--- config.mk ---
export PLATFORM = sky130hd
export DESIGN_NAME = pasr_regs
export DESIGN_NICKNAME = d
export VERILOG_FILES = /design/src/pasr_pkg.sv /design/src/pasr_mdio_serial.sv /design/src/pasr_regs.sv
export SDC_FILE = /design/constraint.sdc
export NUM_CORES = 1
export LEC_CHECK = 0
export BUFFER_PORTS_ARGS = -buffer_cell sky130_fd_sc_hd__buf_2
export CORE_MARGIN = 1.5
export CORE_UTILIZATION = 50
export DETAILED_ROUTE_END_ITERATION = 6
export PLACE_DENSITY = 0.71
export SLEW_MARGIN = 20
export SYNTH_ARGS = -nofsm -noshare
export SYNTH_HDL_FRONTEND = slang
export SYNTH_HIERARCHICAL = 1
export SYNTH_SLANG_ARGS = --single-unit
--- constraint.sdc ---
create_clock -name core_clk -period 1.9 [get_ports core_clk]
set_input_delay 0.095 -clock core_clk [delete_from_list [all_inputs] [get_ports core_clk]]
set_output_delay 0.095 -clock core_clk [all_outputs]
set_load 0.03 [all_outputs]
--- src/pasr_pkg.sv ---
// Package for the auto-negotiation / shadow status register bank.
// Assumes one 250 MHz core clock shared by every user of these constants.
package pasr_pkg;

  // ----------------------------------------------------------------
  // Register addresses on the management serial port
  // ----------------------------------------------------------------
  localparam logic [4:0] ADDR_AUX    = 5'h18;
  localparam logic [4:0] ADDR_SHADOW = 5'h1B;
  localparam logic [4:0] ADDR_SH_EN  = 5'h1F;

  // ----------------------------------------------------------------
  // Field positions
  // ----------------------------------------------------------------
  localparam int AUX_HCD_LO   = 11;
  localparam int AUX_HCD_HI   = 15;
  localparam int AUX_T4_IDX   = 3;  // Position of the T4 flag inside the 5-bit field
  localparam int AUX_RESTART  = 8;
  localparam int AUX_PASS_100 = 7;
  localparam int AUX_PASS_10  = 6;
  localparam int AUX_COMPLETE = 5;
  localparam int AUX_ACK      = 4;
  localparam int AUX_ABILITY  = 3;
  localparam int AUX_SUPER    = 2;
  localparam int SHEN_BIT     = 7;
  localparam int SH_MLT3_OK   = 15;
  localparam int SH_CABLE_LO  = 12;
  localparam int SH_CABLE_HI  = 14;
  localparam int SH_RES11     = 11;
  localparam int SH_LED_TEST  = 10;
  localparam int SH_DLOCK     = 9;
  localparam int SH_FALSE_CAR = 8;
  localparam int SH_BAD_ESD   = 7;
  localparam int SH_RX_ERR    = 6;
  localparam int SH_LOCK_ERR  = 4;
  localparam int SH_MLT3_ERR  = 3;
  localparam int SH_RES_LO    = 0;
  localparam int SH_RES_HI    = 2;

  // ----------------------------------------------------------------
  // Reset values and fixed figures
  // ----------------------------------------------------------------
  localparam logic [15:0] RST_WORD     = 16'h0000;
  localparam logic [4:0]  T4_BEST_ABILITY_FLAG_MASK  = 5'h17;
  localparam int          LED_SPEEDUP  = 8192;

  // ----------------------------------------------------------------
  // Management frame figures
  // ----------------------------------------------------------------
  localparam logic [5:0] MDIO_PRE_LEN   = 6'h20;
  localparam logic [5:0] MDIO_ADDR_LAST = 6'h04;
  localparam logic [5:0] MDIO_OP_LAST   = 6'h01;
  localparam logic [5:0] MDIO_DATA_LAST = 6'h0F;
  localparam logic [1:0] MDIO_OP_RD     = 2'h2;
  localparam logic [1:0] MDIO_OP_WR     = 2'h1;

  // ----------------------------------------------------------------
  // Data interface clock rates (kHz) and derived tick periods
  // ----------------------------------------------------------------
  localparam int CORE_KHZ   = 250000;
  localparam int MII10_KHZ  = 2500;
  localparam int MII100_KHZ = 25000;
  localparam int RMII_KHZ   = 50000;
  localparam logic [6:0] TICK_MII10  = 7'(CORE_KHZ / MII10_KHZ - 1);
  localparam logic [6:0] TICK_MII100 = 7'(CORE_KHZ / MII100_KHZ - 1);
  localparam logic [6:0] TICK_RMII   = 7'(CORE_KHZ / RMII_KHZ - 1);

  // ----------------------------------------------------------------
  // Types
  // ----------------------------------------------------------------
  typedef enum logic [2:0] {
    MS_IDLE  = 3'b000,
    MS_START = 3'b001,
    MS_OP    = 3'b010,
    MS_PHY   = 3'b011,
    MS_REG   = 3'b100,
    MS_TA    = 3'b101,
    MS_DATA  = 3'b110
  } pasr_mstate_t;

  typedef struct packed {
    logic        rd;
    logic        wr;
    logic [4:0]  addr;
    logic [15:0] wdata;
  } pasr_mreq_t;

  typedef struct packed {
    logic       en;
    logic       pass_100;
    logic       pass_10;
    logic       done;
    logic       ack_exit;
    logic       ability_state;
    logic       hcd_load;
    logic       full_handshake;
    logic       link_fault;
    logic [4:0] best_shared_ability;
  } pasr_an_stat_t;

  typedef struct packed {
    logic       mlt3_ok;
    logic       tx100;
    logic [2:0] cable_len;
    logic       descr_lock;
    logic       false_carrier;
    logic       bad_esd;
    logic       rx_err;
    logic       lock_err;
    logic       mlt3_err;
  } pasr_rx_stat_t;

endpackage : pasr_pkg

--- src/pasr_mdio_serial.sv ---
// Serial management frame engine: preamble, start, opcode, addresses,
// turnaround and 16 data bits. Assumes MDC is far slower than core_clk.
`timescale 1ns/1ns
`default_nettype none
module pasr_mdio_serial #(
  parameter logic [4:0] PHY_ADDR = 5'h01
) (
  input  wire logic              core_clk,
  input  wire logic              rst,
  input  wire logic              mdc,
  input  wire logic              mdio_in,
  output logic                   mdio_out,
  output logic                   mdio_oe_n,
  output pasr_pkg::pasr_mreq_t   req,
  input  wire logic [15:0]       rdata
);

  typedef struct packed {
    logic                 mdc_s1;
    logic                 mdc_s2;
    logic                 mdc_s3;
    logic                 mdio_s1;
    logic                 mdio_s2;
    pasr_pkg::pasr_mstate_t st;
    logic [5:0]           cnt;
    logic [1:0]           op;
    logic [4:0]           phyad;
    logic [4:0]           regad;
    logic [15:0]          shreg;
    logic                 drive;
    logic                 dout;
    pasr_pkg::pasr_mreq_t req;
  } pasr_ser_t;

  pasr_ser_t s_ff;
  pasr_ser_t nxt_s;
  logic      rise;
  logic      bit_in;
  logic      is_rd;

  // ----------------------------------------------------------------
  // Frame decode
  // ----------------------------------------------------------------
  // Edge comes from the second and third sync stages, bit from the second
  assign rise   = s_ff.mdc_s2 & ~s_ff.mdc_s3;
  assign bit_in = s_ff.mdio_s2;
  assign is_rd  = (s_ff.op == pasr_pkg::MDIO_OP_RD) && (s_ff.phyad == PHY_ADDR);

  always_comb begin
    nxt_s         = s_ff;
    nxt_s.mdc_s1  = mdc;
    nxt_s.mdc_s2  = s_ff.mdc_s1;
    nxt_s.mdc_s3  = s_ff.mdc_s2;
    nxt_s.mdio_s1 = mdio_in;
    nxt_s.mdio_s2 = s_ff.mdio_s1;
    nxt_s.req.rd  = 1'b0;
    nxt_s.req.wr  = 1'b0;
    if (rise) begin
      case (s_ff.st)
        pasr_pkg::MS_IDLE: begin
          if (bit_in) begin
            if (s_ff.cnt != pasr_pkg::MDIO_PRE_LEN) nxt_s.cnt = s_ff.cnt + 6'h01;
          end else begin
            // A zero after a full preamble is the first start bit
            if (s_ff.cnt == pasr_pkg::MDIO_PRE_LEN) nxt_s.st = pasr_pkg::MS_START;
            nxt_s.cnt = '0;
          end
        end
        pasr_pkg::MS_START: begin
          nxt_s.st  = bit_in ? pasr_pkg::MS_OP : pasr_pkg::MS_IDLE;
          nxt_s.cnt = '0;
        end
        pasr_pkg::MS_OP: begin
          nxt_s.op  = {s_ff.op[0], bit_in};
          nxt_s.cnt = s_ff.cnt + 6'h01;
          if (s_ff.cnt == pasr_pkg::MDIO_OP_LAST) begin
            nxt_s.st  = pasr_pkg::MS_PHY;
            nxt_s.cnt = '0;
          end
        end
        pasr_pkg::MS_PHY: begin
          nxt_s.phyad = {s_ff.phyad[3:0], bit_in};
          nxt_s.cnt   = s_ff.cnt + 6'h01;
          if (s_ff.cnt == pasr_pkg::MDIO_ADDR_LAST) begin
            nxt_s.st  = pasr_pkg::MS_REG;
            nxt_s.cnt = '0;
          end
        end
        pasr_pkg::MS_REG: begin
          nxt_s.regad = {s_ff.regad[3:0], bit_in};
          nxt_s.cnt   = s_ff.cnt + 6'h01;
          if (s_ff.cnt == pasr_pkg::MDIO_ADDR_LAST) begin
            nxt_s.st       = pasr_pkg::MS_TA;
            nxt_s.cnt      = '0;
            nxt_s.req.addr = {s_ff.regad[3:0], bit_in};
            nxt_s.req.rd   = is_rd;
          end
        end
        pasr_pkg::MS_TA: begin
          if (s_ff.cnt == 6'h00) begin
            nxt_s.cnt = 6'h01;
            if (is_rd) begin
              nxt_s.drive = 1'b1;
              nxt_s.dout  = 1'b0;
              nxt_s.shreg = rdata;
            end
          end else begin
            nxt_s.st  = pasr_pkg::MS_DATA;
            nxt_s.cnt = '0;
            if (is_rd) begin
              nxt_s.dout  = s_ff.shreg[15];
              nxt_s.shreg = {s_ff.shreg[14:0], 1'b0};
            end
          end
        end
        pasr_pkg::MS_DATA: begin
          nxt_s.cnt = s_ff.cnt + 6'h01;
          if (is_rd) begin
            nxt_s.dout  = s_ff.shreg[15];
            nxt_s.shreg = {s_ff.shreg[14:0], 1'b0};
          end else begin
            nxt_s.shreg = {s_ff.shreg[14:0], bit_in};
          end
          if (s_ff.cnt == pasr_pkg::MDIO_DATA_LAST) begin
            // Release the line after the last read bit was sampled
            nxt_s.drive     = 1'b0;
            nxt_s.st        = pasr_pkg::MS_IDLE;
            nxt_s.cnt       = '0;
            nxt_s.req.wr    = (s_ff.op == pasr_pkg::MDIO_OP_WR) && (s_ff.phyad == PHY_ADDR);
            nxt_s.req.wdata = {s_ff.shreg[14:0], bit_in};
          end
        end
        default: begin
          nxt_s.st  = pasr_pkg::MS_IDLE;
          nxt_s.cnt = '0;
        end
      endcase
    end
  end

  // ----------------------------------------------------------------
  // State register
  // ----------------------------------------------------------------
  always_ff @(posedge core_clk) begin
    if (rst) begin
      s_ff <= '0;
    end else begin
      s_ff <= nxt_s;
    end
  end

  assign req       = s_ff.req;
  assign mdio_out  = s_ff.dout;
  assign mdio_oe_n = ~s_ff.drive;

endmodule : pasr_mdio_serial
`default_nettype wire

--- src/pasr_regs.sv ---
// Auxiliary negotiation status/control and shadow status registers,
// reached over the serial management port.
// Assumes negotiation and receive status come from logic on core_clk.
`timescale 1ns/1ns
`default_nettype none
module pasr_regs #(
  parameter logic [4:0] PHY_ADDR = 5'h01
) (
  input  wire logic                   core_clk,
  input  wire logic                   rst,
  input  wire logic                   mdc,
  input  wire logic                   mdio_in,
  output logic                        mdio_out,
  output logic                        mdio_oe_n,
  input  wire pasr_pkg::pasr_an_stat_t an_stat,
  input  wire pasr_pkg::pasr_rx_stat_t rx_stat,
  input  wire logic                   basic_isolate,
  input  wire logic                   coding_pulse_off,
  input  wire logic                   rmii_mode,
  input  wire logic                   speed_100,
  output logic                        an_restart,
  output logic                        mii_isolate,
  output logic                        link_pulse_off,
  output logic                        led_speedup,
  output logic                        ref_tick
);

  typedef struct packed {
    logic [4:0]  best_shared_ability;
    logic        complete;
    logic        ack;
    logic        super_iso;
    logic        restart_p;
    logic        shadow_en;
    logic        led_fast;
    logic        res11;
    logic [2:0]  res_lo;
    logic [4:0]  latch;      // false carrier, bad ESD, rx err, lock err, MLT3 err
    logic [15:0] rdata;
    logic [6:0]  tick_cnt;
    logic        tick;
  } pasr_reg_t;

  pasr_reg_t            r_ff;
  pasr_reg_t            nxt_r;
  pasr_pkg::pasr_mreq_t req;
  logic [15:0]          aux_word;
  logic [15:0]          sh_word;
  logic [4:0]           events;
  logic                 sh_access;
  logic                 sh_read;
  logic                 an_clear;
  logic [6:0]           tick_last;

  // ----------------------------------------------------------------
  // Serial port engine
  // ----------------------------------------------------------------
  pasr_mdio_serial #(
    .PHY_ADDR (PHY_ADDR)
  ) u_ser (
    .core_clk  (core_clk),
    .rst       (rst),
    .mdc       (mdc),
    .mdio_in   (mdio_in),
    .mdio_out  (mdio_out),
    .mdio_oe_n (mdio_oe_n),
    .req       (req),
    .rdata     (r_ff.rdata)
  );

  // ----------------------------------------------------------------
  // Read words
  // ----------------------------------------------------------------
  // Builds the auxiliary word from live status and held bits
  function automatic logic [15:0] aux_compose(input pasr_reg_t r,
                                              input pasr_pkg::pasr_an_stat_t a);
    logic [15:0] w;
    w = pasr_pkg::RST_WORD;
    w[pasr_pkg::AUX_HCD_HI:pasr_pkg::AUX_HCD_LO] = r.best_shared_ability & pasr_pkg::T4_BEST_ABILITY_FLAG_MASK;
    w[pasr_pkg::AUX_PASS_100] = a.pass_100;
    w[pasr_pkg::AUX_PASS_10]  = a.pass_10;
    w[pasr_pkg::AUX_COMPLETE] = r.complete & a.en;
    w[pasr_pkg::AUX_ACK]      = r.ack;
    w[pasr_pkg::AUX_ABILITY]  = a.ability_state & a.en;
    w[pasr_pkg::AUX_SUPER]    = r.super_iso;
    return w;
  endfunction : aux_compose

  assign aux_word = aux_compose(r_ff, an_stat);

  // Shadow word: live status plus latched flags
  always_comb begin
    sh_word = pasr_pkg::RST_WORD;
    // clean MLT3 only in 100 Mb/s twisted pair
    sh_word[pasr_pkg::SH_MLT3_OK] = rx_stat.mlt3_ok & rx_stat.tx100;
    sh_word[pasr_pkg::SH_CABLE_HI:pasr_pkg::SH_CABLE_LO] = rx_stat.cable_len;
    sh_word[pasr_pkg::SH_RES11]    = r_ff.res11;
    sh_word[pasr_pkg::SH_LED_TEST] = r_ff.led_fast;
    sh_word[pasr_pkg::SH_DLOCK]     = rx_stat.descr_lock;
    sh_word[pasr_pkg::SH_FALSE_CAR] = r_ff.latch[4];
    sh_word[pasr_pkg::SH_BAD_ESD]   = r_ff.latch[3];
    sh_word[pasr_pkg::SH_RX_ERR]    = r_ff.latch[2];
    sh_word[pasr_pkg::SH_LOCK_ERR]  = r_ff.latch[1];
    sh_word[pasr_pkg::SH_MLT3_ERR]  = r_ff.latch[0];
    sh_word[pasr_pkg::SH_RES_HI:pasr_pkg::SH_RES_LO] = r_ff.res_lo;
  end

  // ----------------------------------------------------------------
  // Decode helpers
  // ----------------------------------------------------------------
  // shadow overlay only while enable is set
  assign sh_access = (req.rd | req.wr) && (req.addr == pasr_pkg::ADDR_SHADOW) && r_ff.shadow_en;
  assign sh_read   = sh_access & req.rd;
  assign events    = {rx_stat.false_carrier, rx_stat.bad_esd, rx_stat.rx_err,
                      rx_stat.lock_err, rx_stat.mlt3_err};
  assign an_clear  = r_ff.restart_p;
  assign tick_last = rmii_mode ? pasr_pkg::TICK_RMII :
                     (speed_100 ? pasr_pkg::TICK_MII100 : pasr_pkg::TICK_MII10);

  // ----------------------------------------------------------------
  // Next state
  // ----------------------------------------------------------------
  always_comb begin
    nxt_r           = r_ff;
    nxt_r.restart_p = 1'b0;

    // Read data snapshot; flags are cleared only after the capture
    if (req.rd) begin
      case (req.addr)
        pasr_pkg::ADDR_AUX:    nxt_r.rdata = aux_word;
        pasr_pkg::ADDR_SHADOW: nxt_r.rdata = r_ff.shadow_en ? sh_word : pasr_pkg::RST_WORD;
        pasr_pkg::ADDR_SH_EN: begin
          nxt_r.rdata                   = pasr_pkg::RST_WORD;
          nxt_r.rdata[pasr_pkg::SHEN_BIT] = r_ff.shadow_en;
        end
        default:               nxt_r.rdata = pasr_pkg::RST_WORD;
      endcase
    end

    // Writes
    if (req.wr) begin
      case (req.addr)
        pasr_pkg::ADDR_AUX: begin
          nxt_r.super_iso = req.wdata[pasr_pkg::AUX_SUPER];
          nxt_r.restart_p = req.wdata[pasr_pkg::AUX_RESTART] & an_stat.en;
        end
        pasr_pkg::ADDR_SHADOW: begin
          if (r_ff.shadow_en) begin
            nxt_r.led_fast = req.wdata[pasr_pkg::SH_LED_TEST];
            nxt_r.res11    = req.wdata[pasr_pkg::SH_RES11];
            nxt_r.res_lo   = req.wdata[pasr_pkg::SH_RES_HI:pasr_pkg::SH_RES_LO];
          end
        end
        pasr_pkg::ADDR_SH_EN: nxt_r.shadow_en = req.wdata[pasr_pkg::SHEN_BIT];
        default: ;
      endcase
    end

    // enable drops after one shadow access
    if (sh_access) nxt_r.shadow_en = 1'b0;

    // latch high, read clears but new event wins
    nxt_r.latch = events | (r_ff.latch & ~{5{sh_read}});

    // ability bits accumulate from full handshakes only
    if (an_clear) begin
      nxt_r.best_shared_ability = '0;
    end else if (an_stat.hcd_load && an_stat.full_handshake) begin
      nxt_r.best_shared_ability = r_ff.best_shared_ability | (an_stat.best_shared_ability & pasr_pkg::T4_BEST_ABILITY_FLAG_MASK);
    end

    // complete held until restart, link fault or negotiation disable
    if (an_clear || an_stat.link_fault || !an_stat.en) begin
      nxt_r.complete = 1'b0;
    end else if (an_stat.done) begin
      nxt_r.complete = 1'b1;
    end

    if (an_clear) begin
      nxt_r.ack = 1'b0;
    end else if (an_stat.ack_exit) begin
      nxt_r.ack = 1'b1;
    end

    nxt_r.tick = 1'b0;
    if (r_ff.tick_cnt >= tick_last) begin
      nxt_r.tick_cnt = '0;
      nxt_r.tick     = 1'b1;
    end else begin
      nxt_r.tick_cnt = r_ff.tick_cnt + 7'h01;
    end
  end

  // ----------------------------------------------------------------
  // State register
  // ----------------------------------------------------------------
  // Synchronous reset; every field, including results, starts at zero
  always_ff @(posedge core_clk) begin
    if (rst) begin
      r_ff <= '0;
    end else begin
      r_ff <= nxt_r;
    end
  end

  // ----------------------------------------------------------------
  // Outputs
  // ----------------------------------------------------------------
  assign an_restart     = r_ff.restart_p;
  // isolate and pulse mute, either source
  assign mii_isolate    = r_ff.super_iso | basic_isolate;
  assign link_pulse_off = r_ff.super_iso | coding_pulse_off;
  assign led_speedup    = r_ff.led_fast;
  assign ref_tick       = r_ff.tick;
endmodule : pasr_regs
`default_nettype wire

* After elaboration in Yosys (flattened, before gate mapping) *
Index checks and enable logic that the tools add are counted.
W data, S select, Z words.

operators by class
  add/subtract/negate cells = 2
  multiply operators = 0
  div/mod/pow operators = 0
  magnitude comparators = 1
  equal/unequal tests = 28
  shift-type cells = 0
  multiplexer cells = 26
  bitwise operators = 22
  reductions and logical operators = 31

operators by type and width
  operator               count
  $pmux W9 S7            1
  $mux W16               3
  $pmux W16 S3           1
  $mux W9                4
  $pmux W18 S2           1
  $mux W18               1
  $eq A5 B5 Y1 const B   3
  $reduce_and A3 Y1      5
  $mux W7                2
  $ne A2 B1 Y1 const B   7
  $mux W6                2
  $reduce_and A2 Y1      6
  $or A5 B5 Y5           2
  $eq A3 B3 Y1 const B   3
  $mux W3                3
  $not A1 Y1             9
  $reduce_and A8 Y1      1
  $reduce_or A2 Y1       4
  $reduce_or A4 Y1       2
  $add A7 B1 Y7 const B  1
  $ge A7 B7 Y1           1
  $mux W1                7
  $add A6 B1 Y6 const B  1
  $and A1 B1 Y1          6
  other kinds (25)       34

word-level totals
  register bits = 106
  latch bits = 0
  RAM bits = 0
  ROM bits = 0
  input bits = 33
  output and inout bits = 7
  logic and storage cells = 140
  memories = 0

* Depth between registers and ports, before layout *
Gate-level depths: netlist (run 1).

  word-level depth = 7
  mapped depth = 8
  mapped depth without buffers = 7

* Hierarchy *
Netlist (run 1), hierarchy kept.

modules (own cells, without submodules)
  module            times used  cells each  area an instance (µm²)  seq. area each (µm²)
  pasr_mdio_serial  1           338         3155.5                  1321.3
  pasr_regs         1           201         1774.2                  860.8

* Least setup slack after synthesis (run 1) *
OpenSTA, ideal clock, no wires.

  path kind = reg2reg
  start = reg u_ser/s_ff[53] in the netlist's numbering
  end = reg u_ser/s_ff[59] in the netlist's numbering
  library setup time = 0.116 ns
  arrival time = 1.750 ns
  required time = 1.784 ns
  slack = 0.034 ns
  stages on the path, launching flop included = 8
  path buffers = 0
  clock period less this slack = 1.866 ns
  path through = dfxtp_1 inv_1 ha_1 or3b_4 o22a_4 a211oi_4 a21oi_1 a31o_1

between the ends
  word-level cells in the longest chain between the ends = 3
  elaborated cells on any way between the ends = 12
  those cells by class = 10 x eq/ne; 2 x reduce/logical

RTL lines
  what                                                                  line                                            RTL
  start: declaration                                                    pasr_mdio_serial.sv:35                          pasr_ser_t s_ff;
  start signal: assignment                                              pasr_mdio_serial.sv:148                         s_ff <= nxt_s;
  $eq A6 B3 Y1 (tied with other cells)                                  pasr_mdio_serial.sv:84, pasr_mdio_serial.sv:92
  $ne A2 B1 Y1 (no source line) / $ne A2 B2 Y1 (equally long branches)  --
  $reduce_and A8 Y1 (no source line) *                                  --

Every way passes the cells marked *; elsewhere a longest branch is shown, timed or not.
A chain may end at the register's enable or synchronous reset.

* Worst setup path after layout (run 1) *
  start = reg u_ser/s_ff[54] in the netlist's numbering
  end = reg u_ser/s_ff[59] in the netlist's numbering

The elaborated chain is that of the path after synthesis.

==> results.md, run 1 <==
- Dpl hpwl: 6.79 mm
- Initial Utilization: 0.520
- Sw frac: 0.253
- Top delay family on crit path: compound AO/OA/AOI/OAI gates
- NumNets Final: approximately 610
- Vias in the first global route: 3554
- Hold Path Class: input port to register
- Max-cap violation count: 0
- Io pins: 40
- Per-cell routed wire length: between 15 and 20 µm
- Max Root-Sink Buffers: 2
- Reg-to-reg critical path startpoint: u_ser/s_ff[54]
- Overall Power: 3.67 mW
- Finished Core Util: 0.626
- Core area: 8760 µm²
- Share of cells above drive strength 1: 0.227
- ANT nets after route: 0
- Leak: 2.21 nW
- Synth Area per Inst: slightly above 9 µm²
- Clk pwr share: 0.355
- Vias per Instance: 5.63
- Final WS setup: -0.0533 ns
- # DRC: 0
- TNS Setup: -0.0533 ns
- Largest net degree at the start of global routing: 63
- Net Sw Power: roughly 0.9 mW
- Post-Syn Area: approximately 4600 µm²
- Chip height: just under 100 µm
- Syn. warnings: 6
- Register clock-pin slew on the reported worst setup and hold paths: roughly 0.11 ns
- Via count: ~3800
- Hold_sp: rx_stat[9]
- Max Freq: around 510 MHz
- Final WL: 10.3 mm
- TritonCTS clock tree: yes
- VDD IR max: ~0.00057 V
- Num CTS Buffers: 9
- ANT cells: 0
- # port buffers: 38
- Slew Limit Headroom: 0.617
- CP arrival: 2.21 ns
- WS Path Type: register to register
- Total grt overflow: 0
- Routability cong.: 0.857
- Min Tclk post-route: 1.95 ns
- Setup crit start kind: register
- Area growth from synthesis to layout: 20.3%
- Htree depth: 3
- Die ar.: about 9700 µm²
- Pwr/cell area: 670 nW/µm²
- Setup-failing EPs final: 1
- Die Wd: 98.5 µm
- Initial drt markers: 250
- GRT Resource Usage Total: 0.210
- Syn Inst Count: 503
- Clock sinks: 100
- WP data required: 2.16 ns
- Global-route wire length before repair: 16.7 mm
- First drt pass iteration count: 4
- CP max FO: 7
- Hold Vio Cnt, Final: 0
- Pint: 2.75 mW
- Status: finished with violations
- Tcrit/Tclk final: 1.03
- Max-slew violation count: 0
- CP endpoint kind: register
- Clk Tree Root Cell: clkbuf_8
- Slowest stage cell, crit path: or3b_4
- Sequential Power Share: 0.583
- Slew at the pin closest to its max-slew limit: 0.573 ns
- Layout Skew: approximately 0.016 ns
- Initial antenna violation count: 0
- Row count: 34
- Syn Nets: 546
- Unrepaired setup endpoints after global routing: true
- Failing checks: negative setup slack
- Worst-skew pair later-pin latency: 0.36 ns
- Combinational share of power: 0.062
- Worst Path Buf+Inv: 1
- Slowest stage delay, CP: about 0.40 ns
- Worst-path cell chain: inv_2 > ha_4 > or3b_4 > o22a_4 > a211oi_4 > a21oi_1 > a31o_1
- Setup crit start: u_ser/s_ff[54]
cells in the final DEF, fill, tap and decap left out, types with 3 or more instances in the layout:
cell type	instances
buf_4	28
inv_6	3
buf_6	4
nand4_1	7
dlygate4sd3_1	19
inv_1	6
xor2_1	4
nand2_1	33
a21oi_1	32
nor3_1	12
o21ai_0	4
or2_2	4
nor2_1	60
nor2b_1	9
a211oi_2	3
a31oi_1	4
ha_1	9
dfxtp_2	5
and3_1	3
xnor2_1	4
nand3_1	25
nor2_2	3
a211oi_1	16
dfxtp_1	95
o21ai_1	13
a22oi_1	6
a2111oi_1	4
buf_12	5
buf_2	38
clkbuf_8	9
nand2b_1	12
mux2i_1	34
through the flow:
step           cell area [µm²]  hold slack [ns]  setup WS, ns  std cells
2_1_floorplan             4560            0.172        0.0342        503
3_3_place_gp              4870            0.258       -0.0700        633
3_5_place_dp              4870            0.269       -0.0944        633
4_1_cts                   5300          0.00347       -0.0458        669
5_1_grt                   5480          0.00853        -0.116        677
6_report                  5480           0.0219       -0.0533        677
power by group through the flow:
stage	Sequential (mW)	Clock, mW	Combinational [mW]
finish	2.14	1.30	0.228
detailed placement	2.19	0	0.194
CTS	2.14	1.33	0.226
floorplan	2.19	0	0.119
global route	2.15	1.42	0.255
global placement	2.19	0	0.186
worst min-delay path, cell delays in order:
cell     delay [ns]
buf_2          0.08
a32oi_1        0.08
o21ai_1        0.10
state kept, by name, indices dropped and copies added, names as in the netlist, 3 cells and up:
name         flops
u_ser/s_ff      38
r_ff            34
u_ser/req       14
aux_word         6
u_ser/nxt_s      3
area by class of cell:
type / instances / area (µm²)
repair buffers: 97 / 793
fillers: 717 / 3280
well taps: 108 / 135
inverters: 8 / 30.0
multi-input cells: 348 / 2320
clock buffers: 9 / 124
flip-flops and latches: 100 / 2010
clock inverters: 7 / 67.6
final timing paths:
path	depth (start not counted)	to	slack (ns)
hold / removal	3	r_ff[23]	0.02
setup reg to reg	7	u_ser/s_ff[59]	-0.05
setup / recovery	7	u_ser/s_ff[59]	-0.05
hold reg to reg	1	u_ser/nxt_s[64]	0.45
timing repair:
item | CTS | global route
resized for setup | 6 | 24
setup buffers | 1 | 5
gates cloned | 0 | 3
pin swaps | 3 | 10
hold buffers | 19 | 0
hold endpoints to repair | 18 | 0
setup endpoints to repair | 17 | 25
metal layers:
layer	up-vias	routed length, µm	global-route usage
li1	1898	-	-
met2	69	5080	0.341
met3	17	320	0.0355
met4	0	172	0.0834
met5	-	0	0
met1	1830	4700	0.279
Power figures use the tool's default switching activity.
==> run 2: changes to the inputs <==
Settings changed: ABC_AREA set to 1.
==> results.md, run 2 <==
- ANT cells: 0 (unchanged)
- GRT Resource Usage Total: 0.219 (+0.00888)
- Reg-to-reg critical path startpoint: u_ser/s_ff[53]
- First drt pass iteration count: 7 (+3)
- Global-route wire length before repair: 17.8 mm (+6.7%)
- Syn. warnings: 6 (unchanged)
- TNS Setup: 0 ns (+0.0533 ns)
- Dpl hpwl: 7.29 mm (+7.3%)
- Finished Core Util: 0.579 (-0.0466)
- Setup-failing EPs final: 0 (-1)
- Tcrit/Tclk final: 0.899 (-0.129)
- WS Path Type: register to register
- Largest net degree at the start of global routing: 44 (-30%)
- Register clock-pin slew on the reported worst setup and hold paths: 0.10 ns (about the same)
- Synth Area per Inst: 7.02 µm² (-22%)
- Htree depth: 3 (unchanged)
- Commonest non-fill, non-tap cell in the layout: nand2_1
- CP max FO: 6 (-1)
- Fin cells: 860 (+27%)
- Leading cell types in the layout, fill and taps excluded: nand2_1, nor2_1, dfxtp_1
- Via count: 4303 (+13%)
- Die Wd: 101 µm (+3.0%)
- Max Root-Sink Buffers: 2 (unchanged)
- FF-to-FF setup slack: 0.19 ns (+0.25 ns)
- Min Tclk post-route: 1.71 ns (-0.245 ns)
- Max Freq: 586 MHz (+14%)
- Die ar.: 10300 µm² (+6.1%)
- CP arrival: 1.97 ns (-0.24 ns)
- Max FFs per register: 38 (unchanged)
- Unrepaired setup endpoints after global routing: false
- Row count: 35 (+2.9%)
- Share of cells above drive strength 1: 0.148 (-0.0790)
- Failing checks: design-rule violations
- Max-cap violation count: 0 (unchanged)
- Postcts setup bufs: 0 (-1)
- Layout Skew: 0.0126 ns (-0.00377 ns)
- Setup crit start: u_ser/s_ff[53]
- Leak: 2.44 nW (+10%)
- Hold Path Class: input port to register
- Max-slew violation count: 0 (unchanged)
- WP data required: 2.16 ns (about the same)
- Initial drt markers: 197 (-21%)
- Total grt overflow: 0 (unchanged)
- Slew Limit Headroom: 0.591 (-0.0261)
- Initial antenna violation count: 0 (unchanged)
- Final WL: 10.6 mm (+3.4%)
- Slew at the pin closest to its max-slew limit: 0.613 ns (+0.0406 ns)
- Chip height: 101 µm (+3.0%)
- Top reg by flops: u_ser/s_ff
- Initial Utilization: 0.520 (about the same)
- Hold Vio Cnt, Final: 0 (unchanged)
- Pwr/cell area: 707 nW/µm² (+5.5%)
- Vias per Instance: 5.00 (-11%)
- TritonCTS clock tree: yes
- # DRC: 3 (+3)
- Area growth from synthesis to layout: 11.4%
- VDD IR max: 0.000374 V (-34%)
- Io pins: 40 (unchanged)
- CP endpoint kind: register
- Core area: 9330 µm² (+6.4%)
- Status: finished with violations
- ANT nets after route: 0 (unchanged)
- Hold_sp: an_stat[13]
- Num CTS Buffers: 9 (unchanged)
- Clock sinks: 100 (unchanged)
- # port buffers: 38 (unchanged)
- Clk Tree Root Cell: clkbuf_8
- Vias in the first global route: 3964 (+12%)
- Per-cell routed wire length: 12.4 µm (-19%)
- Routability cong.: 0.811 (-5.4%)
- Syn Nets: 733 (+34%)
- Setup crit start kind: register
- Placed Cells: 828 (+31%)
- NumNets Final: 769 (+27%)
- Post-Syn Area: 4850 µm² (+6.3%)
- Syn Inst Count: 690 (+37%)
- Worst-skew pair later-pin latency: 0.37 ns (about the same)
[run 2: area by class of cell]
class,count,area [µm²]
clock buffer,10,138
sequential,100,2000
multi-input combinational,478,2320
timing repair buffer,64,425
tap,129,161
inverter,73,279
clock inverter,6,70.1
fill,884,3930
[run 2: stage by stage]
stage / hold WS [ns] / setup slack [ns] / instance area [µm²] / power [mW]
after floorplan: 0.172 / 0.375 / 4850 / 2.35
after detailed placement: 0.262 / 0.0877 / 5020 / 2.43
after global routing: 0.0301 / 0.0555 / 5400 / 3.97
after CTS: 0.0132 / 0.0768 / 5390 / 3.83
final: 0.0273 / 0.192 / 5400 / 3.82
after global placement: 0.265 / 0.168 / 5020 / 2.43
[run 2: repair_timing]
item / in CTS / in global routing
endpoints found under the hold margin: 15 / 0
hold buffers: 16 / 0
gates resized for setup: 0 / 4
setup endpoints to repair: 0 / 13
[run 2: power breakdown]
group          internal (mW)  switching [mW]  total, mW  leakage (nW)
logic                  0.112           0.150      0.261          1.53
registers               2.13          0.0224       2.15         0.810
clock network          0.656           0.748       1.40         0.101
[run 2: path summary, 6_finish.rpt]
check	cells past startpoint	end
max	11	u_ser/s_ff[61]
min	3	an_restart
max reg2reg	11	u_ser/s_ff[61]
min reg2reg	2	u_ser/bit_in
[run 2: worst max-delay path: stages (launching register included)]
cell     delay (ns)
dfxtp_2        0.36
inv_2          0.11
ha_1           0.20
nand2_1        0.06
inv_1          0.05
nand3_1        0.15
nand2_1        0.17
inv_1          0.05
nor2_1         0.18
nand2_2        0.11
o21ai_1        0.13
nor2_1         0.05
[run 2: layer usage]
| layer | GRT usage | up-vias | wire length (µm) |
|---|---|---|---|
| met5 | 0 | - | 0 |
| met4 | 0.0684 | 0 | 147 |
| li1 | - | 2234 | - |
| met2 | 0.381 | 110 | 4990 |
| met3 | 0.0414 | 14 | 512 |
| met1 | 0.274 | 1945 | 4970 |
